`config.mk`:
```
export PLATFORM = sky130hd
export DESIGN_NAME = dbr_top
export DESIGN_NICKNAME = d
export VERILOG_FILES = /design/src/dbr_pkg.sv /design/src/dbr_check.sv /design/src/dbr_top.sv
export VERILOG_INCLUDE_DIRS = /design/src
export SDC_FILE = /design/constraint.sdc
export NUM_CORES = 1
export LEC_CHECK = 0
export BUFFER_PORTS_ARGS = -buffer_cell sky130_fd_sc_hd__buf_2
export CELL_PAD_IN_SITES_DETAIL_PLACEMENT = 0
export CELL_PAD_IN_SITES_GLOBAL_PLACEMENT = 1
export CORE_UTILIZATION = 25
export DETAILED_ROUTE_END_ITERATION = 6
export PLACE_DENSITY = 0.54
export SETUP_SLACK_MARGIN = 0.3
export SYNTH_ARGS = -nofsm -noshare
export SYNTH_HDL_FRONTEND = slang
export SYNTH_SLANG_ARGS = --single-unit
```
`constraint.sdc`:
```
create_clock -name hclk -period 5.3 [get_ports hclk]
set_input_delay 1.325 -clock hclk [delete_from_list [all_inputs] [get_ports hclk]]
set_output_delay 1.325 -clock hclk [all_outputs]
set_load 0.03 [all_outputs]
```
`src/dbr_cfg.svh`:
```
// Constants for the debug enclave read block: register offsets, field positions,
// page type codes, the read leaf, the thread page limit and the slot mask.
// Assumes it is included by bare name from the package and the testbench.
`ifndef DBR_CFG_SVH
`define DBR_CFG_SVH

// Register byte offsets
`define DBR_OFF_CMD 8'h00
`define DBR_OFF_MODE 8'h04
`define DBR_OFF_SRC_LO 8'h08
`define DBR_OFF_SRC_HI 8'h0c
`define DBR_OFF_RES_LO 8'h10
`define DBR_OFF_RES_HI 8'h14
`define DBR_OFF_STATUS 8'h18

// Mode register fields
`define DBR_MODE_LMA_BIT 0
`define DBR_MODE_CSL_BIT 1
`define DBR_MODE_PRIV_LO 2

// Status register fields
`define DBR_STAT_BUSY_BIT 0
`define DBR_STAT_DONE_BIT 1
`define DBR_STAT_FAULT_LO 4
`define DBR_STAT_CODE_LO 8

// Leaf selector of the debug enclave read
`define DBR_LEAF_READ 8'h04

// Page type codes of the map entry
`define DBR_PT_CONTROL 3'h0
`define DBR_PT_THREAD 3'h1
`define DBR_PT_REGULAR 3'h2
`define DBR_PT_VERSION 3'h3

// Thread control page size limit (offset within page)
`define DBR_THREAD_LIMIT 12'h100

// Version array slot mask
`define DBR_VA_MASK 64'h0000000000000007

`endif

```
`src/dbr_pkg.sv`:
```
// Types shared by the debug enclave read block.
// Assumes dbr_cfg.svh is on the include path.
`default_nettype none
package dbr_pkg;
    `include "dbr_cfg.svh"

    typedef enum logic [1:0] {
        DBR_IDLE = 2'b00,
        DBR_FETCH = 2'b01
    } dbr_state_t;

    typedef enum logic [1:0] {
        DBR_FLT_NONE = 2'b00,
        DBR_FLT_GP = 2'b01,
        DBR_FLT_PF = 2'b10
    } dbr_fault_t;

    typedef enum logic [1:0] {
        DBR_ST_SUCCESS = 2'b00,
        DBR_ST_NOT_DEBUG = 2'b01,
        DBR_ST_FAULTED = 2'b10
    } dbr_code_t;
endpackage
`default_nettype wire

```
`src/dbr_check.sv`:
```
// Ordered validity checker of the debug enclave read.
// Assumes the map lookup answer is stable while it is evaluated.
`default_nettype none
module dbr_check
    import dbr_pkg::*;
(
    input wire logic long_mode,
    input wire logic [1:0] priv_level,
    input wire logic [11:0] src_low,
    input wire logic in_cache,
    input wire logic map_busy,
    input wire logic map_valid,
    input wire logic [2:0] page_type,
    input wire logic owner_debug,
    input wire logic page_pending,
    input wire logic page_modified,
    output dbr_fault_t pre_fault,
    output dbr_fault_t fault,
    output dbr_code_t code
);
    logic is_thread;
    logic is_reg;
    logic is_va;

    assign is_thread = (page_type == `DBR_PT_THREAD);
    assign is_reg = (page_type == `DBR_PT_REGULAR);
    assign is_va = (page_type == `DBR_PT_VERSION);

    // Checks that need no lookup: privilege, then alignment
    always_comb begin
        pre_fault = DBR_FLT_NONE;
        if (priv_level != 2'h0) begin
            pre_fault = DBR_FLT_GP;
        end else if (long_mode ? (src_low[2:0] != 3'h0) : (src_low[1:0] != 2'h0)) begin
            pre_fault = DBR_FLT_GP;
        end
    end

    // Lookup checks in their fixed order; the first failure wins.
    // Map permission bits never enter here, so they cannot fault.
    always_comb begin
        fault = DBR_FLT_NONE;
        code = DBR_ST_SUCCESS;
        if (pre_fault != DBR_FLT_NONE) begin
            fault = pre_fault;
        end else if (!in_cache) begin
            fault = DBR_FLT_PF;
        end else if (map_busy) begin
            fault = DBR_FLT_GP;
        end else if (!map_valid) begin
            fault = DBR_FLT_PF;
        end else if (!(is_thread || is_reg || is_va)) begin
            fault = DBR_FLT_PF;
        end else if (is_thread && (src_low >= `DBR_THREAD_LIMIT)) begin
            fault = DBR_FLT_GP;
        end else if ((is_thread || is_reg) && !owner_debug) begin
            fault = DBR_FLT_GP;
        end
        if (fault != DBR_FLT_NONE) begin
            code = DBR_ST_FAULTED;
        end else if (page_pending || page_modified) begin
            code = DBR_ST_NOT_DEBUG;
        end
    end
endmodule
`default_nettype wire

```
`src/dbr_top.sv`:
```
// Debug enclave read engine with an AHB-Lite register slave.
// Assumes a single AHB-Lite master, word transfers only, and a page cache
// port that answers each held request with one ack pulse carrying the
// map entry, the owner debug attribute and the 64-bit word.
`default_nettype none
module dbr_top
    import dbr_pkg::*;
(
    input wire logic hclk,
    input wire logic hresetn,
    input wire logic hsel,
    input wire logic [31:0] haddr,
    input wire logic [1:0] htrans,
    input wire logic hwrite,
    input wire logic [2:0] hsize,
    input wire logic [31:0] hwdata,
    input wire logic hready,
    output logic [31:0] hrdata,
    output logic hreadyout,
    output logic hresp,
    output logic pcm_req,
    output logic [63:0] pcm_addr,
    input wire logic pcm_ack,
    input wire logic pcm_in_cache,
    input wire logic pcm_map_busy,
    input wire logic pcm_valid,
    input wire logic [2:0] pcm_page_type,
    input wire logic pcm_pending,
    input wire logic pcm_modified,
    input wire logic pcm_owner_debug,
    input wire logic [63:0] pcm_data
);
    // Whole state of the block
    typedef struct packed {
        dbr_state_t state;
        logic dph;
        logic dph_write;
        logic [7:0] dph_addr;
        logic [31:0] rdata;
        logic lma_flag;
        logic cs_long;
        logic [1:0] priv;
        logic [63:0] src;
        logic [63:0] result;
        logic busy;
        logic done;
        dbr_fault_t fault;
        dbr_code_t code;
        logic req;
    } dbr_regs_t;

    dbr_regs_t s_q;
    dbr_regs_t s_d;

    logic long_mode;
    logic start;
    logic is_read_leaf;
    logic [63:0] va_slot;
    logic [63:0] wide_word;
    dbr_fault_t pre_fault;
    dbr_fault_t chk_fault;
    dbr_code_t chk_code;

    // Register index decode, used by both the read and the write path
    function automatic logic hit(input logic [7:0] addr, input logic [7:0] off);
        hit = (addr == off);
    endfunction

    assign long_mode = s_q.lma_flag & s_q.cs_long;

    // Command writes are taken only when idle
    assign start = s_q.dph && s_q.dph_write && hit(s_q.dph_addr, `DBR_OFF_CMD) && !s_q.busy;
    assign is_read_leaf = (hwdata[7:0] == `DBR_LEAF_READ);

    assign va_slot = pcm_data & ~`DBR_VA_MASK;
    assign wide_word = (va_slot != 64'h0) ? {64{1'b1}} : 64'h0;

    dbr_check u_check (
        .long_mode(long_mode),
        .priv_level(s_q.priv),
        .src_low(s_q.src[11:0]),
        .in_cache(pcm_in_cache),
        .map_busy(pcm_map_busy),
        .map_valid(pcm_valid),
        .page_type(pcm_page_type),
        .owner_debug(pcm_owner_debug),
        .page_pending(pcm_pending),
        .page_modified(pcm_modified),
        .pre_fault(pre_fault),
        .fault(chk_fault),
        .code(chk_code)
    );

    // Next-state logic: bus slave, register writes and the read sequence
    always_comb begin
        s_d = s_q;

        // Address phase capture; zero wait states, so every phase is taken
        s_d.dph = hsel && hready && htrans[1];
        s_d.dph_write = hwrite;
        s_d.dph_addr = haddr[7:0];

        // Read data is latched at the address phase so hrdata comes from a flop.
        // A write and a read never overlap since the master idles between them.
        s_d.rdata = 32'h0;
        if (hsel && hready && htrans[1] && !hwrite) begin
            if (hit(haddr[7:0], `DBR_OFF_MODE)) begin
                s_d.rdata = {28'h0, s_q.priv, s_q.cs_long, s_q.lma_flag};
            end else if (hit(haddr[7:0], `DBR_OFF_SRC_LO)) begin
                s_d.rdata = s_q.src[31:0];
            end else if (hit(haddr[7:0], `DBR_OFF_SRC_HI)) begin
                s_d.rdata = s_q.src[63:32];
            end else if (hit(haddr[7:0], `DBR_OFF_RES_LO)) begin
                s_d.rdata = s_q.result[31:0];
            end else if (hit(haddr[7:0], `DBR_OFF_RES_HI)) begin
                s_d.rdata = s_q.result[63:32];
            end else if (hit(haddr[7:0], `DBR_OFF_STATUS)) begin
                s_d.rdata = {22'h0, s_q.code, 2'h0, s_q.fault, 2'h0, s_q.done, s_q.busy};
            end
        end

        // Operand writes are ignored while busy so the lookup sees a stable address
        if (s_q.dph && s_q.dph_write && !s_q.busy) begin
            if (hit(s_q.dph_addr, `DBR_OFF_MODE)) begin
                s_d.lma_flag = hwdata[`DBR_MODE_LMA_BIT];
                s_d.cs_long = hwdata[`DBR_MODE_CSL_BIT];
                s_d.priv = hwdata[`DBR_MODE_PRIV_LO +: 2];
            end else if (hit(s_q.dph_addr, `DBR_OFF_SRC_LO)) begin
                s_d.src[31:0] = hwdata;
            end else if (hit(s_q.dph_addr, `DBR_OFF_SRC_HI)) begin
                s_d.src[63:32] = hwdata;
            end
        end

        // Done clears on write-one; a completion in the same cycle wins below
        if (s_q.dph && s_q.dph_write && hit(s_q.dph_addr, `DBR_OFF_STATUS)
            && hwdata[`DBR_STAT_DONE_BIT]) begin
            s_d.done = 1'b0;
        end

        case (s_q.state)
            DBR_IDLE: begin
                if (start) begin
                    if (!is_read_leaf) begin
                        // Unknown leaf ends at once as a general protection fault
                        s_d.fault = DBR_FLT_GP;
                        s_d.code = DBR_ST_FAULTED;
                        s_d.done = 1'b1;
                    end else if (pre_fault != DBR_FLT_NONE) begin
                        s_d.fault = pre_fault;
                        s_d.code = DBR_ST_FAULTED;
                        s_d.done = 1'b1;
                    end else begin
                        s_d.busy = 1'b1;
                        s_d.req = 1'b1;
                        s_d.done = 1'b0;
                        s_d.fault = DBR_FLT_NONE;
                        s_d.code = DBR_ST_SUCCESS;
                        s_d.state = DBR_FETCH;
                    end
                end
            end
            DBR_FETCH: begin
                if (pcm_ack) begin
                    s_d.req = 1'b0;
                    s_d.busy = 1'b0;
                    s_d.done = 1'b1;
                    s_d.fault = chk_fault;
                    s_d.code = chk_code;
                    s_d.state = DBR_IDLE;
                    if (chk_code == DBR_ST_SUCCESS) begin
                        if (pcm_page_type == `DBR_PT_VERSION) begin
                            if (long_mode) begin
                                s_d.result = wide_word;
                            end else begin
                                s_d.result[31:0] = wide_word[31:0];
                            end
                        end else if (long_mode) begin
                            s_d.result = pcm_data;
                        end else begin
                            s_d.result[31:0] = pcm_data[31:0];
                        end
                    end
                end
            end
            default: begin
                s_d.state = DBR_IDLE;
                s_d.req = 1'b0;
                s_d.busy = 1'b0;
            end
        endcase
    end

    // State register
    always_ff @(posedge hclk or negedge hresetn) begin
        if (!hresetn) begin
            s_q <= '0;
        end else begin
            s_q <= s_d;
        end
    end

    // Bus answers: never stalls, always OKAY
    assign hrdata = s_q.rdata;
    assign hreadyout = 1'b1;
    assign hresp = 1'b0;

    // Page cache request holds the source address until acknowledged
    assign pcm_req = s_q.req;
    assign pcm_addr = s_q.src;
endmodule
`default_nettype wire

```
# Yosys cells after proc, flatten, opt, wreduce, memory -nomap -nowiden
# Index checks and enable logic that the tools add are counted.
[classes]
n_eq_ne = 19
muxes = 38
magnitude_cmp = 1
n_bitwise = 3
reduce_logical = 34
[ops]
columns = ["operator", "count"]
rows = [
  ["2-to-1 mux 32 bit", 8],
  ["2-to-1 mux 64 bit", 2],
  ["nonzero test 64 bit", 1],
  ["equality test 8 x 4 -> 1 bit, second input constant", 4],
  ["equality test 8 x 5 -> 1 bit, second input constant", 4],
  ["equality test 8 x 3 -> 1 bit, second input constant", 3],
  ["2-to-1 mux 2 bit", 12],
  ["2-to-1 mux 7 bit", 2],
  [">= comparator 12 x 9 -> 1 bit, second input constant", 1],
  ["AND reduction 4 bit", 3],
  ["logical AND 1 bit", 11],
  ["2-to-1 mux 10 bit", 1],
  ["2-to-1 mux 5 bit", 2],
  ["one-hot mux 5 bit (2 select lines)", 1],
  ["nonzero test 2 bit", 5],
  ["AND reduction 3 bit", 3],
  ["zero test 8 bit", 1],
  ["!= test 2 bit, second input constant", 4],
  ["2-to-1 mux 1 bit", 7],
  ["equality test 3 x 2 -> 1 bit, second input constant", 2],
  ["zero test 2 bit", 2],
  ["one-hot mux 1 bit (2 select lines)", 2],
  ["one-hot mux 2 bit (2 select lines)", 1],
  ["equality test 3 x 1 -> 1 bit, second input constant", 1],
  ["7 further kinds", 12],
]
[totals]
in_bits = 148
register_bits = 183

# Depth between registers and ports, before layout
[logic_depth]
depth_word = 14
depth_mapped = 7
mapped_depth_nobuf = 5

# Cells and area by module
# Synthesis repeated with hierarchy kept, for this count alone.
[hier_totals]
cells_unflattened = 780
hier_area_um2 = 8700.8
[modules_own_cells]
columns = ["module", "area_per_inst_um2", "n_inst", "seq_area_each_um2", "cells_each"]
rows = [
  ["dbr_top", 8564.5, 1, 4529.3, 760],
  ["dbr_check", 136.4, 1, 0.0, 20],
]

# Worst setup path after synthesis
# Ideal clock, no wire load.
[synth_timing]
path_kind = "input to register"
from = "input port haddr[7]"
to = "register s_q (netlist bit hrdata[16])"
required_time_ns = 5.172
arrival_time_ns = 2.844
setup_time_ns = 0.128
stages = 7
setup_slack_ns = 2.328
n_path_buf = 2
path_cell_list = "or4_1 > nor2_1 > buf_2 > nand3b_1 > nand2_1 > buf_2 > nor2_1"
[synth_lines]
columns = ["element", "line", "text"]
rows = [
  ["from (decl)", "dbr_top.sv:12", "input wire logic [31:0] haddr,"],
  ["to (signal assigned)", "dbr_top.sv:197", "s_q <= '0;"],
  ["to (signal assigned)", "dbr_top.sv:199", "s_q <= s_d;"],
  ["to (decl)", "dbr_top.sv:52", "dbr_regs_t s_q;"],
]

==> metrics.txt <==
most frequent cells after synthesis dfrtp_1, buf_4, nor2_1, o21ai_0, a31oi_1; Initial DRC Count 378; post-placement setup slack about 1100 ps; Post-Syn Instances 837; prevailing post-synth register cell dfrtp_1; Layout Nets approximately 1100; top-level I/O count 247; delay-heaviest family, CP simple AND/OR/NAND/NOR gates; reg2reg end pcm_addr[49]; fillers 3729; Slew @ Worst Pin around 1100 ps; part of the Yosys area used for sequential elements 51.2%; Combinational Power Share between 8 and 9%; Switching Fraction 25.7%; WP buf/inv 1; Overflow after GRT 0; flops & latches, synth 181; Finished Layout Cells 1403; Post-Synth XOR/XNOR Area 0%; DP Wirelength about 21000 um; Antenna Nets Post-Route 0; via density per instance 4.75; Worst Hold Class flip-flop to flip-flop; cell-internal power 2.22 mW; CTS Hold Bufs 0; RR Startpoint s_q[171]; f_max 265 MHz; Mapped Area 8840 um^2; Worst Reg-to-Reg Cells 5; n_diodes 0; final WL 28900 um; share of layout cells above drive strength 1 about a third; Buffers on Ports roughly 220; Die H 190 um; largest net degree at the start of global routing 110; CP Cell Sequence buf_2 -> or4_1 -> nor2_1 -> and3_1 -> a22oi_1 -> a211oi_1; Compound-Gate Fraction of Synth Area 15.2%; Layout area overhead 16.5%; r2r setup slk 2440 ps; Clk pwr share 44.5%; clk sinks 181; max_cap viols 0; Fin. Hold Viols 0; unrepaired setup endpoints after global routing no; Worst setup EP type flip-flop; Peak VDD IR 0.000196 V; first-pass GRT wire length 42900 um; sequential power share 47.3%; number of cell rows 68; normalized max-slew margin 29.0%; CP Max Fanout 19; CP max stage cell and3_1; hold path startpoint pcm_addr[29]; mux contribution to synthesized area 12.0%; setup TNS 0 ps; largest family of logic cells by synthesized area compound AO/OA/AOI/OAI gates; Tot Pwr 2.99 mW; Synth area leaders dfrtp_1, mux2_1, buf_4; clk root buf clkbuf_16; status completed; Critical Path End hrdata[4]; critical path class input port to flip-flop; CTS-repair resized insts 0; Post-synth EDFFs 0; most common cell in the synthesized netlist dfrtp_1; die width about 190 um; CTS tree yes; number of global-route vias before repair 6546; post-CTS setup buffer count 0; delay of the slowest cell on the worst path 840 ps; largest area contributor in the netlist dfrtp_1; worst skew pair latency 440 ps; RD Place Congestion 0.755; All-Layer GR Usage 16.2%; initial core utilization 25.5%; Placed Cells between 1000 and 1500; Synth Area per Inst 10.6 um^2; post-synth cell types 50; post-synthesis simple-gate area fraction 9.81%; fin crit share 71.3%; yosys warns 0; Vias 6666; Clk pin slew, worst setup/hold paths 70 ps; drt wl/cell approximately 20 um; Worst Setup Start Kind input port; core area 34700 um^2; P_leak ~4.8 nW; CTS max path bufs 2; worst path arrival time 4120 ps; die area 36100 um^2; post-synth top area share 51.2%; htree depth 4; Slew Limit Fails 0; Critical Path Source haddr[7]; DRC Markers 0; pwr/cell area 290 nW/um^2; skew final 16.3 ps; CP required about 5600 ps; Final WS setup around 1500 ps; initial antenna violation count 1; Psw 0.768 mW; CP Depth 6; CTS buffer count 17; Adder-Cell Fraction of Synth Area 0%; Final Setup Violations 0; Tmin final 3780 ps; drt first pass iters 5; Net Count, Synth roughly 990; FFs w/ async S/R, synth 100%
-- power by group through the flow --
stage	Sequential [mW]	Combinational [mW]	Clock, mW
floorplan	1.44	0.129	0
global placement	1.44	0.251	0
detailed placement	1.44	0.251	0
CTS	1.41	0.251	1.37
global route	1.42	0.272	1.42
finish	1.41	0.246	1.33
-- layout make-up --
cell class                      instances  area, um^2  area share [%]
Tap cell                              455         569            5.53
Timing Repair Buffer                  234        1220            11.9
Inverter                               10        37.5           0.364
Multi-Input combinational cell        491        3330            32.3
Clock inverter                         11         139            1.35
Clock buffer                           21         470            4.57
Sequential cell                       181        4530            44.0
-- per-stage QoR --
step           utilization [%]  hold WS, ps  cell area, um^2
6_report                  29.7          508            10300
5_1_grt                   29.7          522            10300
4_1_cts                   29.7          512            10300
3_5_place_dp              27.9          498             9690
3_3_place_gp              27.9          488             9690
2_1_floorplan                -          455             8840
-- routing by layer --
layer | vias to the layer above | global-route usage [%] | share of wire, % | wire length [um]
li1 | 3130 | - | - | -
met1 | 3319 | 24.3 | 50 | 14500
met2 | 193 | 23.8 | 44 | 12700
met3 | 22 | 2.82 | 4.7 | 1360
met4 | 2 | 3.69 | 1.1 | 318
met5 | - | 0 | 0.042 | 12
-- worst min path at each step --
stage / to / slack [ps] / depth (start not counted)
2_1_floorplan: s_q[1] / 450 / 2
3_3_place_gp: pcm_addr[31] / 490 / 1
3_5_place_dp: pcm_addr[26] / 500 / 1
4_1_cts: s_q[1] / 510 / 2
5_1_grt: pcm_addr[29] / 520 / 1
6_report: pcm_addr[29] / 510 / 1
-- cell usage in the layout, fill, tap and decap left out, types with 17 or more instances in the layout --
cell type and count:
a21oi_1 27, o21ai_0 72, mux2_2 28, a22oi_1 26
clkbuf_16 17, buf_4 18, dfrtp_1 181, buf_2 215
a31oi_1 67, nor4_1 18, nand2_1 35, mux2_1 66
nor2_1 76
-- sequential cells by signal, indices dropped and copies added (netlist names) --
register / flops
hrdata: 32
pcm_addr: 64
s_q: 85
-- logic make-up (layout without fill, tap and decap cells) --
group,count (synthesis),in the layout
AOI/OAI and AO/OA,220,220
buffers and inverters,165,276
DFF,181,181
muxes,94,94
other,2,2
and+or+nand+nor,175,175
Note: power is estimated with default switching activity, not from simulation.
